==> src/design/gpio_pkg.sv <==
// Package of register addresses, reset values and field positions for the port block
package gpio_pkg;
    localparam logic [7:0] port0_data_addr         = 8'h80;
    localparam logic [7:0] port1_data_addr         = 8'h90;
    localparam logic [7:0] port2_data_addr         = 8'ha0;
    localparam logic [7:0] port3_data_addr         = 8'hb0;
    localparam logic [7:0] port4_data_addr         = 8'hc0;
    localparam logic [7:0] port0_input_mode_addr   = 8'hf1;
    localparam logic [7:0] port1_input_mode_addr   = 8'hf2;
    localparam logic [7:0] port2_input_mode_addr   = 8'hf3;
    localparam logic [7:0] port3_input_mode_addr   = 8'hf4;
    localparam logic [7:0] port0_output_mode_addr  = 8'ha4;
    localparam logic [7:0] port1_output_mode_addr  = 8'ha5;
    localparam logic [7:0] port2_output_mode_addr  = 8'ha6;
    localparam logic [7:0] port3_output_mode_addr  = 8'ha7;
    localparam logic [7:0] port4_output_mode_addr  = 8'hae;
    localparam logic [7:0] port0_compare_value_addr = 8'hd4;
    localparam logic [7:0] port0_compare_mask_addr  = 8'hd5;
    localparam logic [7:0] port1_compare_value_addr = 8'hd6;
    localparam logic [7:0] port1_compare_mask_addr  = 8'hd7;
    localparam logic [7:0] port2_compare_value_addr = 8'hd8;
    localparam logic [7:0] port2_compare_mask_addr  = 8'hd9;
    localparam logic [7:0] int_enable_two_addr      = 8'he7;
    localparam int         pattern_int_enable_bit   = 1;
    localparam logic [7:0] data_reset               = 8'hff;
    localparam logic [7:0] port4_data_reset         = 8'h7f;
    localparam logic [7:0] input_mode_reset         = 8'hff;
    localparam logic [7:0] output_mode_reset        = 8'h00;
    localparam logic [7:0] compare_value_reset      = 8'hff;
    localparam logic [7:0] compare_mask_reset       = 8'h00;
    localparam logic [7:0] int_enable_reset         = 8'h00;
    localparam logic [7:0] read_data_reset          = 8'h00;
    localparam logic [7:0] port4_pin_mask           = 8'h7f;
endpackage : gpio_pkg

==> src/design/general_purpose_port_io.sv <==
// General-purpose port block: latches, pin reads, drivers and pattern compare
// Summary of operation
// - Pins not taken by peripherals or analog work as software-controlled I/O.
// - Ports 0-3 data allow byte and bit access; port 4 byte only.
// - Writes to a data register set the output latch, held until rewritten.
// - Ordinary data reads return pin levels, even for peripheral-owned pins.
// - Read-modify-write accesses read the latch instead of the pins.
// - Ports 0-2 flag a match when masked pins differ from masked value.
// - Match uses pin levels regardless of crossbar assignment.
// - A match requests interrupt only when the pattern enable bit is one.
// - A match wakes the oscillator from suspend, regardless of enable.
// - Input-mode bit zero makes the pin analog; one keeps it digital.
// - Analog pins lose pull-up, digital driver and digital receiver.
`timescale 1ns/1ps
module general_purpose_port_io #(
    parameter int PORTS = 5
) (
    input  wire logic        core_clk,
    input  wire logic        rst,
    input  wire logic [7:0]  sfr_addr,
    input  wire logic [7:0]  sfr_wdata,
    input  wire logic        sfr_wr,
    input  wire logic        sfr_rd,
    input  wire logic        sfr_rmw,
    input  wire logic        sfr_bit_en,
    input  wire logic [2:0]  sfr_bit_sel,
    output logic      [7:0]  sfr_rdata,
    input  wire logic [39:0] pin_in,
    output logic      [39:0] pin_out,
    output logic      [39:0] pin_oe,
    output logic      [39:0] pin_pullup_en,
    output logic      [39:0] pin_analog,
    input  wire logic [39:0] periph_owned,
    input  wire logic [39:0] periph_out,
    input  wire logic [39:0] periph_oe,
    input  wire logic        crossbar_enable,
    input  wire logic        pullup_disable,
    output logic             port_match,
    output logic             match_irq,
    output logic             match_wake
);
    logic [7:0] data_r     [PORTS];
    logic [7:0] data_nxt   [PORTS];
    logic [7:0] inmode_r   [PORTS];
    logic [7:0] inmode_nxt [PORTS];
    logic [7:0] outmode_r  [PORTS];
    logic [7:0] outmode_nxt[PORTS];
    logic [7:0] cmp_val_r  [3];
    logic [7:0] cmp_val_nxt[3];
    logic [7:0] cmp_msk_r  [3];
    logic [7:0] cmp_msk_nxt[3];
    logic [7:0] int_en_r;
    logic [7:0] int_en_nxt;
    logic [7:0] rdata_r;
    logic [7:0] rdata_nxt;
    logic [39:0] pin_sync_w;
    logic [7:0]  pin_lvl [PORTS];
    logic [2:0]  port_hit;

    pin_sync #(
        .WIDTH (40)
    ) u_pin_sync (
        .core_clk (core_clk),
        .rst      (rst),
        .async_in (pin_in),
        .sync_out (pin_sync_w)
    );

    function automatic logic [7:0] bit_merge(
        input logic [7:0] old_val,
        input logic [7:0] new_val,
        input logic       bit_en,
        input logic [2:0] bit_sel
    );
        logic [7:0] res;
        res = old_val;
        if (bit_en)
            res[bit_sel] = new_val[0];
        else
            res = new_val;
        return res;
    endfunction : bit_merge

    // Analog pins read as zero; digital receiver off
    genvar g;
    generate
        for (g = 0; g < PORTS; g++)
        begin : g_port
            always_comb
            begin
                pin_lvl[g] = pin_sync_w[g*8 +: 8] & inmode_r[g];
            end
            for (genvar b = 0; b < 8; b++)
            begin : g_pin
                localparam int N = g*8 + b;
                // Port 4 has no pin behind its top bit, so that bit never drives
                localparam bit pin_present = (g < 4) || gpio_pkg::port4_pin_mask[b];
                logic digital;
                logic drive_val;
                logic drive_en;
                always_comb
                begin
                    digital   = inmode_r[g][b];
                    drive_val = periph_owned[N] ? periph_out[N] : data_r[g][b];
                    if (!pin_present)
                        drive_en = 1'b0;
                    else if (periph_owned[N])
                        drive_en = periph_oe[N];
                    else if (outmode_r[g][b])
                        drive_en = 1'b1;
                    else
                        drive_en = ~data_r[g][b];
                end
                // Drivers stay off with the crossbar disabled or pin analog
                assign pin_out[N]       = drive_val & digital;
                assign pin_oe[N]        = drive_en & digital & crossbar_enable;
                assign pin_pullup_en[N] = digital & ~pullup_disable & ~pin_oe[N];
                assign pin_analog[N]    = ~digital;
            end
        end
    endgenerate

    // Compare ignores crossbar assignment: uses pins directly
    always_comb
    begin
        for (int p = 0; p < 3; p++)
            port_hit[p] = (pin_lvl[p] & cmp_msk_r[p]) != (cmp_val_r[p] & cmp_msk_r[p]);
    end

    assign port_match = |port_hit;
    assign match_irq  = port_match & int_en_r[gpio_pkg::pattern_int_enable_bit];
    assign match_wake = port_match;
    assign sfr_rdata  = rdata_r;

    always_comb
    begin
        for (int p = 0; p < PORTS; p++)
        begin
            data_nxt[p]    = data_r[p];
            inmode_nxt[p]  = inmode_r[p];
            outmode_nxt[p] = outmode_r[p];
        end
        for (int p = 0; p < 3; p++)
        begin
            cmp_val_nxt[p] = cmp_val_r[p];
            cmp_msk_nxt[p] = cmp_msk_r[p];
        end
        if (sfr_wr)
        begin
            if (sfr_addr == gpio_pkg::port0_data_addr)
                data_nxt[0] = bit_merge(data_r[0], sfr_wdata, sfr_bit_en, sfr_bit_sel);
            else if (sfr_addr == gpio_pkg::port1_data_addr)
                data_nxt[1] = bit_merge(data_r[1], sfr_wdata, sfr_bit_en, sfr_bit_sel);
            else if (sfr_addr == gpio_pkg::port2_data_addr)
                data_nxt[2] = bit_merge(data_r[2], sfr_wdata, sfr_bit_en, sfr_bit_sel);
            else if (sfr_addr == gpio_pkg::port3_data_addr)
                data_nxt[3] = bit_merge(data_r[3], sfr_wdata, sfr_bit_en, sfr_bit_sel);
            else if (sfr_addr == gpio_pkg::port4_data_addr && !sfr_bit_en)
                data_nxt[4] = sfr_wdata & gpio_pkg::port4_pin_mask;
            else if (sfr_addr == gpio_pkg::port0_input_mode_addr)
                inmode_nxt[0] = sfr_wdata;
            else if (sfr_addr == gpio_pkg::port1_input_mode_addr)
                inmode_nxt[1] = sfr_wdata;
            else if (sfr_addr == gpio_pkg::port2_input_mode_addr)
                inmode_nxt[2] = sfr_wdata;
            else if (sfr_addr == gpio_pkg::port3_input_mode_addr)
                inmode_nxt[3] = sfr_wdata;
            else if (sfr_addr == gpio_pkg::port0_output_mode_addr)
                outmode_nxt[0] = sfr_wdata;
            else if (sfr_addr == gpio_pkg::port1_output_mode_addr)
                outmode_nxt[1] = sfr_wdata;
            else if (sfr_addr == gpio_pkg::port2_output_mode_addr)
                outmode_nxt[2] = sfr_wdata;
            else if (sfr_addr == gpio_pkg::port3_output_mode_addr)
                outmode_nxt[3] = sfr_wdata;
            else if (sfr_addr == gpio_pkg::port4_output_mode_addr)
                outmode_nxt[4] = sfr_wdata & gpio_pkg::port4_pin_mask;
            else if (sfr_addr == gpio_pkg::port0_compare_value_addr)
                cmp_val_nxt[0] = sfr_wdata;
            else if (sfr_addr == gpio_pkg::port0_compare_mask_addr)
                cmp_msk_nxt[0] = sfr_wdata;
            else if (sfr_addr == gpio_pkg::port1_compare_value_addr)
                cmp_val_nxt[1] = sfr_wdata;
            else if (sfr_addr == gpio_pkg::port1_compare_mask_addr)
                cmp_msk_nxt[1] = sfr_wdata;
            else if (sfr_addr == gpio_pkg::port2_compare_value_addr)
                cmp_val_nxt[2] = sfr_wdata;
            else if (sfr_addr == gpio_pkg::port2_compare_mask_addr)
                cmp_msk_nxt[2] = sfr_wdata;
        end
    end

    // Enable kept apart from the ports: its own next-state and register
    always_comb
    begin
        int_en_nxt = int_en_r;
        if (sfr_wr && sfr_addr == gpio_pkg::int_enable_two_addr)
            int_en_nxt = sfr_wdata;
    end

    // Read data holds between reads, so a late bus sample still sees it
    always_comb
    begin
        rdata_nxt = rdata_r;
        if (sfr_rd)
        begin
            // Latch read for read-modify-write, pins otherwise
            if (sfr_addr == gpio_pkg::port0_data_addr)
                rdata_nxt = sfr_rmw ? data_r[0] : pin_lvl[0];
            else if (sfr_addr == gpio_pkg::port1_data_addr)
                rdata_nxt = sfr_rmw ? data_r[1] : pin_lvl[1];
            else if (sfr_addr == gpio_pkg::port2_data_addr)
                rdata_nxt = sfr_rmw ? data_r[2] : pin_lvl[2];
            else if (sfr_addr == gpio_pkg::port3_data_addr)
                rdata_nxt = sfr_rmw ? data_r[3] : pin_lvl[3];
            else if (sfr_addr == gpio_pkg::port4_data_addr)
                rdata_nxt = (sfr_rmw ? data_r[4] : pin_lvl[4]) & gpio_pkg::port4_pin_mask;
            else if (sfr_addr == gpio_pkg::port0_input_mode_addr)
                rdata_nxt = inmode_r[0];
            else if (sfr_addr == gpio_pkg::port1_input_mode_addr)
                rdata_nxt = inmode_r[1];
            else if (sfr_addr == gpio_pkg::port2_input_mode_addr)
                rdata_nxt = inmode_r[2];
            else if (sfr_addr == gpio_pkg::port3_input_mode_addr)
                rdata_nxt = inmode_r[3];
            else if (sfr_addr == gpio_pkg::port0_output_mode_addr)
                rdata_nxt = outmode_r[0];
            else if (sfr_addr == gpio_pkg::port1_output_mode_addr)
                rdata_nxt = outmode_r[1];
            else if (sfr_addr == gpio_pkg::port2_output_mode_addr)
                rdata_nxt = outmode_r[2];
            else if (sfr_addr == gpio_pkg::port3_output_mode_addr)
                rdata_nxt = outmode_r[3];
            else if (sfr_addr == gpio_pkg::port4_output_mode_addr)
                rdata_nxt = outmode_r[4];
            else if (sfr_addr == gpio_pkg::port0_compare_value_addr)
                rdata_nxt = cmp_val_r[0];
            else if (sfr_addr == gpio_pkg::port0_compare_mask_addr)
                rdata_nxt = cmp_msk_r[0];
            else if (sfr_addr == gpio_pkg::port1_compare_value_addr)
                rdata_nxt = cmp_val_r[1];
            else if (sfr_addr == gpio_pkg::port1_compare_mask_addr)
                rdata_nxt = cmp_msk_r[1];
            else if (sfr_addr == gpio_pkg::port2_compare_value_addr)
                rdata_nxt = cmp_val_r[2];
            else if (sfr_addr == gpio_pkg::port2_compare_mask_addr)
                rdata_nxt = cmp_msk_r[2];
            else if (sfr_addr == gpio_pkg::int_enable_two_addr)
                rdata_nxt = int_en_r;
            else
                rdata_nxt = 8'h00;
        end
    end

    always_ff @(posedge core_clk or posedge rst)
    begin
        if (rst)
        begin
            for (int p = 0; p < PORTS; p++)
            begin
                data_r[p]    <= (p == 4) ? gpio_pkg::port4_data_reset : gpio_pkg::data_reset;
                inmode_r[p]  <= gpio_pkg::input_mode_reset;
                outmode_r[p] <= gpio_pkg::output_mode_reset;
            end
            for (int p = 0; p < 3; p++)
            begin
                cmp_val_r[p] <= gpio_pkg::compare_value_reset;
                cmp_msk_r[p] <= gpio_pkg::compare_mask_reset;
            end
        end
        else
        begin
            for (int p = 0; p < PORTS; p++)
            begin
                data_r[p]    <= data_nxt[p];
                inmode_r[p]  <= inmode_nxt[p];
                outmode_r[p] <= outmode_nxt[p];
            end
            for (int p = 0; p < 3; p++)
            begin
                cmp_val_r[p] <= cmp_val_nxt[p];
                cmp_msk_r[p] <= cmp_msk_nxt[p];
            end
        end
    end

    always_ff @(posedge core_clk or posedge rst)
    begin
        if (rst)
            int_en_r <= gpio_pkg::int_enable_reset;
        else
            int_en_r <= int_en_nxt;
    end

    always_ff @(posedge core_clk or posedge rst)
    begin
        if (rst)
            rdata_r <= gpio_pkg::read_data_reset;
        else
            rdata_r <= rdata_nxt;
    end
endmodule : general_purpose_port_io

==> src/design/pin_sync.sv <==
// Two-stage synchroniser for a group of pin inputs
`timescale 1ns/1ps
module pin_sync #(
    parameter int WIDTH = 8
) (
    input  wire logic             core_clk,
    input  wire logic             rst,
    input  wire logic [WIDTH-1:0] async_in,
    output logic      [WIDTH-1:0] sync_out
);
    logic [WIDTH-1:0] stage1_r;
    logic [WIDTH-1:0] stage2_r;

    always_ff @(posedge core_clk or posedge rst)
    begin
        if (rst)
        begin
            stage1_r <= '0;
            stage2_r <= '0;
        end
        else
        begin
            stage1_r <= async_in;
            stage2_r <= stage1_r;
        end
    end

    assign sync_out = stage2_r;
endmodule : pin_sync
==> config.mk <==
export PLATFORM = sky130hd
export DESIGN_NAME = general_purpose_port_io
export DESIGN_NICKNAME = d
export VERILOG_FILES = /design/src/design/gpio_pkg.sv /design/src/design/general_purpose_port_io.sv /design/src/design/pin_sync.sv
export SDC_FILE = /design/constraint.sdc
export NUM_CORES = 1
export LEC_CHECK = 0
export ABC_AREA = 1
export CAP_MARGIN = 5
export CELL_PAD_IN_SITES_DETAIL_PLACEMENT = 0
export CELL_PAD_IN_SITES_GLOBAL_PLACEMENT = 2
export CORE_UTILIZATION = 40
export CTS_BUF_LIST = sky130_fd_sc_hd__clkbuf_8
export DETAILED_ROUTE_END_ITERATION = 8
export DONT_BUFFER_PORTS = 1
export PLACE_DENSITY_LB_ADDON = 0.1
export SYNTH_ARGS = -nofsm -noshare
export SYNTH_HDL_FRONTEND = slang
export SYNTH_HIERARCHICAL = 1
export SYNTH_SLANG_ARGS = --single-unit
==> constraint.sdc <==
create_clock -name core_clk -period 11.4 [get_ports core_clk]
set_clock_uncertainty 0.05 [all_clocks]
set_input_delay 0 -clock core_clk [delete_from_list [all_inputs] [get_ports core_clk]]
set_output_delay 0 -clock core_clk [all_outputs]
set_load 0.05 [all_outputs]
==> impl_metrics.tcl, run 1 <==
set metrics [dict create \
    status "completed" \
    antenna_left 0 \
    crit_buf_inv 7 \
    clock.fmax_mhz 260 \
    drc_errors 0 \
    cts_tree "yes" \
    grtUsageMet1_pct 45.0 \
    grt_pass1_wl_um 75300 \
    worst_slew_pin_slew_ns 1.21 \
    port_buffers 0 \
    fin_setup_tns_ns 0 \
    grt_max_degree 60 \
    synthesis.area_um2 12900 \
    synth_area_per_cell_um2 7.89 \
    busiest_layer "met2" \
    arrival_ns 4.23 \
    ir_drop_mv 0.0932 \
    end_kind "flip-flop" \
    slew-limit-headroom_pct 18.8 \
    place_ws_ns 8.57 \
    die-width_um 182 \
    die-area_um2 33100 \
    io_pins 358 \
    floorplan.initialDensity_pct 40.8 \
    layout.cells.most_common "nand2_1" \
    cts.repair.resized 0 \
    p_leak_nw 6.63 \
    clock-sinks 252 \
    overflow 0 \
    grt_pass1_vias 11400 \
    worstSetupStartpointType "input pin" \
    clock_latency_ns 0.58 \
    crit_type "in -> reg" \
    htree_levels 2 \
    hold_violations 0 \
    antenna_found_initial 0 \
    clkTransAtPathRegs_ns 0.06 \
    path_cells "dlygate4sd3_1 -> nor3_2 -> dlygate4sd3_1 -> inv_2 -> nor2_4 -> inv_4 -> nor2_2 -> a31oi_1 -> dlygate4sd3_1 -> nand2_1 -> dlygate4sd3_1 -> nand2_1 -> dlygate4sd3_1" \
    clockBufferDepth 3 \
    crit_top_cell "dlygate4sd3_1" \
    finalCriticalPeriod_ns 3.84 \
    viasPerCell 5.48 \
    wl_um 52100 \
    antenna_cells 0 \
    cap_violations 0 \
    grt_use_met3_pct 6.38 \
    core_um2 31700 \
    fin_nets 1965 \
    crit_slowest_cell "nor2_2" \
    worst_hold_path_type "in -> reg" \
    finalMaxSlewViolations 0 \
    die-height_um 182 \
    power_density_nw_per_um2 143 \
    met2_usage_pct 48.1 \
    layout_common_cells "430 x nand2_1, 179 x o21ai_0, 168 x inv_1, 157 x dfrtp_1, 133 x nor2_1" \
    yosysWarnings 6 \
    dr.pass1.iters 5 \
    crit_path_max_incr_delay_ns 0.65 \
    cpLargestDelayFamily "buffers and inverters" \
    globalplace.congestion 0.899 \
    syn_to_final_growth_pct 22.3 \
    place_hpwl_um 37900 \
    drtIter0Drc 1137 \
    drive_gt1_share_pct 15.6 \
    worstPathRequired_ns 11.79 \
    period_share_pct 33.7 \
    rsz0062_at_grt "false" \
    routedWlPerCell_um 23.5 \
    cp_max_fo 11 \
    setup_violations 0 \
    postLayoutCoreUtil_pct 49.9 \
    grt_usage_pct 31.4 \
    p_total_mw 2.26 \
    cts-root-buf "clkbuf_8" \
    rows 65 \
    cts_buffers 44 \
    syn_inst 1640 \
    via_count 12100 \
    layout_setup_ws_ns 7.56 \
]
==> cell type report <==
cell class / instances / area, um^2
fill: 3107 / 15900
clock buffer: 57 / 785
inverter: 168 / 639
multi-input combinational: 1156 / 5730
sequential: 252 / 6420
clock inverter: 25 / 273
timing repair buffer: 156 / 1470
tap: 402 / 503
==> metal layers <==
layer	up-vias	part of all wire [%]
met5	-	0
met4	0	2.8
met3	74	8.0
met2	554	44
met1	5819	45
li1	5690	-
==> report_power, final <==
group          switching (mW)  internal [mW]
sequential             0.0383          0.948
clock                   0.403          0.589
combinational           0.207         0.0730
total                   0.648           1.61
==> path summary, 6_finish.rpt <==
kind                                           end  cells after the start  slack, ns               startpoint
min                                  outmode_r[16]                      2       0.04             sfr_wdata[0]
min reg2reg                u_pin_sync/sync_out[26]                      0       0.30  u_pin_sync/stage1_r[26]
max in group asynchronous            cmp_msk_r[21]                      4       9.51                      rst
min in group asynchronous  u_pin_sync/stage1_r[22]                      3       0.55                      rst
max reg2reg                           sfr_rdata[0]                      8       8.21               data_r[32]
max                                   sfr_rdata[0]                     13       7.56              sfr_addr[3]
==> worst reg2reg max path: stages, from the launching register on <==
cell           delay, ns
dfstp_2             0.57
nand2_1             0.06
dlygate4sd3_1       0.56
a31oi_1             0.15
dlygate4sd3_1       0.57
nand2_1             0.05
dlygate4sd3_1       0.55
nand2_1             0.06
dlygate4sd3_1       0.54
==> registers in the layout, indices dropped and copies added, names as in the netlist <==
name,cells
int_en_r,8
data_r,39
cmp_msk_r,24
g_port.g_pin.digital,32
outmode_r,39
sfr_rdata,8
u_pin_sync/stage1_r,39
cmp_val_r,24
u_pin_sync/sync_out,39
==> through the flow <==
stage	area (um^2)	hold WS, ns	std cells
floorplan	13000	-0.0186	1648
global placement	13600	-0.0741	2018
detailed placement	13600	-0.0687	2018
CTS	15800	0.000345	2216
global route	15800	0.0665	2216
finish	15800	0.0354	2216
==> timing repair <==
| item | 4_1_cts | 5_1_grt |
|---|---|---|
| hold buffers | 116 | 0 |
| setup buffers | 0 | 0 |
| hold endpoints to repair | 303 | 0 |
(Power assumes the default switching activity.)
==> run 2: changes to the inputs <==
CORE_UTILIZATION = 37   (was 40)
clock period = 3.9 ns   (was 11.4 ns; I/O delays follow)
==> run 2 against run 1 <==
Via count grew 1.2%. Combinational power grew to 2.9 times the previous value. Setup slack got worse by 7.3 ns. First-iteration DRC count is 2.9% lower. Design area is 0.49% lower. Sequential share of layout area is 0.20 points higher. Core utilization fell by 4.2 points. Clock power rose to 2.5 times the previous value. Non-clock buffer count down 4. Die area is 8.0% higher. Sequential power increased to 2.9 times the previous value. Critical path depth grew 1. Highest routed layer unchanged.
==> impl_metrics.tcl, run 2 (synthesis gave the netlist of run 1 again) <==
set metrics [dict create \
    status "completed" \
    io_pins 358 \
    antenna_found_initial 3 \
    die-area_um2 35700 \
    via_count 12300 \
    routedWlPerCell_um 23.9 \
    cap_violations 0 \
    rows 68 \
    grt_pass1_wl_um 78400 \
    place_hpwl_um 39800 \
    die-width_um 189 \
    fin_nets 1962 \
    hold_violations 0 \
    viasPerCell 5.42 \
    rsz0062_at_grt "false" \
    finalCriticalPeriod_ns 3.64 \
    path_cells "dlygate4sd3_1 -> nor3_2 -> dlygate4sd3_1 -> inv_2 -> nor2_4 -> inv_4 -> nor2_2 -> nand3_1 -> nand2_1 -> nand4_1 -> nand2_1 -> dlygate4sd3_1 -> nand2_1 -> dlygate4sd3_1" \
    layout_common_cells "430 x nand2_1, 179 x o21ai_0, 173 x inv_1, 157 x dfrtp_1, 134 x nor2_1" \
    worst_hold_path_type "in -> reg" \
    crit_buf_inv 6 \
    worstSetupStartpointType "input pin" \
    worst_slew_pin_slew_ns 1.09 \
    cts-root-buf "clkbuf_8" \
    finish.instance_area_um2 15700 \
    worstPathRequired_ns 4.31 \
    antenna_left 0 \
    wl_um 54200 \
    postLayoutCoreUtil_pct 45.7 \
    dr.pass1.iters 6 \
    htree_levels 2 \
    ir_drop_mv 0.294 \
    end_kind "flip-flop" \
    globalplace.congestion 0.929 \
    drive_gt1_share_pct 15.4 \
    hold_slack_ns 0.0327 \
    crit_slowest_cell "nor2_2" \
    clockBufferDepth 3 \
    slew-limit-headroom_pct 26.9 \
    clkTransAtPathRegs_ns 0.06 \
    cts_buffers 45 \
    crit_type "in -> reg" \
    grt_max_degree 112 \
    placed_area_um2 13700 \
    post_cts_buffers 0 \
    arrival_ns 4.05 \
    floorplan.initialDensity_pct 37.5 \
    die-height_um 189 \
    nFillCells 3527 \
    p_leak_nw 6.55 \
    drtIter0Drc 1104 \
    layout.cells.most_common "nand2_1" \
    core_um2 34500 \
    clock_latency_ns 0.59 \
    grt_usage_pct 30.2 \
    syn_to_final_growth_pct 21.7 \
    power_density_nw_per_um2 394 \
    fin_setup_tns_ns 0 \
    port_buffers 0 \
    cts_tree "yes" \
    drc_errors 0 \
    p_total_mw 6.20 \
    finalMaxSlewViolations 0 \
    crit_top_cell "dlygate4sd3_1" \
    setup_violations 0 \
    cp_max_fo 15 \
    crit_path_max_incr_delay_ns 0.63 \
    cpLargestDelayFamily "buffers and inverters" \
    period_share_pct 93.3 \
    overflow 0 \
    grt_pass1_vias 11700 \
    clock-sinks 252 \
    clock.fmax_mhz 275 \
]
-- run 2: changes by cell type in the layout (fill, tap and decap cells not counted), moves of 3 or more --
cell / previous run / this run
buf_4: 40 / 34
nor3_2: 40 / 45
clkinv_2: 6 / 10
diode_2: 0 / 3
nor3_1: 37 / 32
inv_1: 168 / 173
inv_6: 4 / 0
bufinv_16: 6 / 1
-- run 2: per-stage QoR --
stage               cells  setup slack (ns)
finish               2268             0.262
global route         2268            0.0407
CTS                  2265             0.155
detailed placement   2067              1.46
global placement     2066              1.47
floorplan            1648              1.27
-- run 2: final cells by class --
cell class,instances,area (um^2),area share (%)
clock buffer,55,757,4.81
tap,455,569,3.62
inverter,168,638,4.05
antenna,3,7.51,0.0477
clock inverter,27,143,0.906
multi-input combinational,1156,5760,36.6
timing repair buffer,152,1450,9.22
sequential,252,6420,40.8
-- run 2: worst min-delay path, delay by kind of cell --
| kind | cells | cell delay (ns) |
|---|---|---|
| buffers and inverters | 1 | 0.52 |
| AOI/OAI and AO/OA | 1 | 0.06 |
| and+or+nand+nor | 1 | 0.05 |
-- run 2: where the power goes --
group,total (mW),internal (mW),switching [mW]
logic,0.821,0.210,0.611
clock network,2.49,1.34,1.15
registers,2.89,2.77,0.116
-- run 2: final timing paths --
kind	startpoint	to	slack, ns	cells past startpoint
setup / recovery	sfr_addr[3]	sfr_rdata[1]	0.26	14
hold / removal	sfr_wdata[5]	int_en_r[5]	0.03	3
setup reg to reg	data_r[33]	sfr_rdata[1]	0.67	8
hold reg to reg	u_pin_sync/stage1_r[9]	u_pin_sync/sync_out[9]	0.29	0
max in group asynchronous	rst	u_pin_sync/stage1_r[9]	2.27	4
min in group asynchronous	rst	u_pin_sync/sync_out[29]	0.52	3
-- run 2: layer usage --
metal	global-route usage (%)	part of all wire, %	up-vias
li1	-	-	5691
met1	43.7	46	5927
met2	46.2	44	587
met3	4.82	7.2	78
met4	9.74	2.7	0
met5	0	0	-
-- run 2: timing repair --
action,4_1_cts,5_1_grt
gates resized for setup,0,1
hold endpoints to repair,321,0
hold buffers,116,0
setup endpoints to repair,0,2
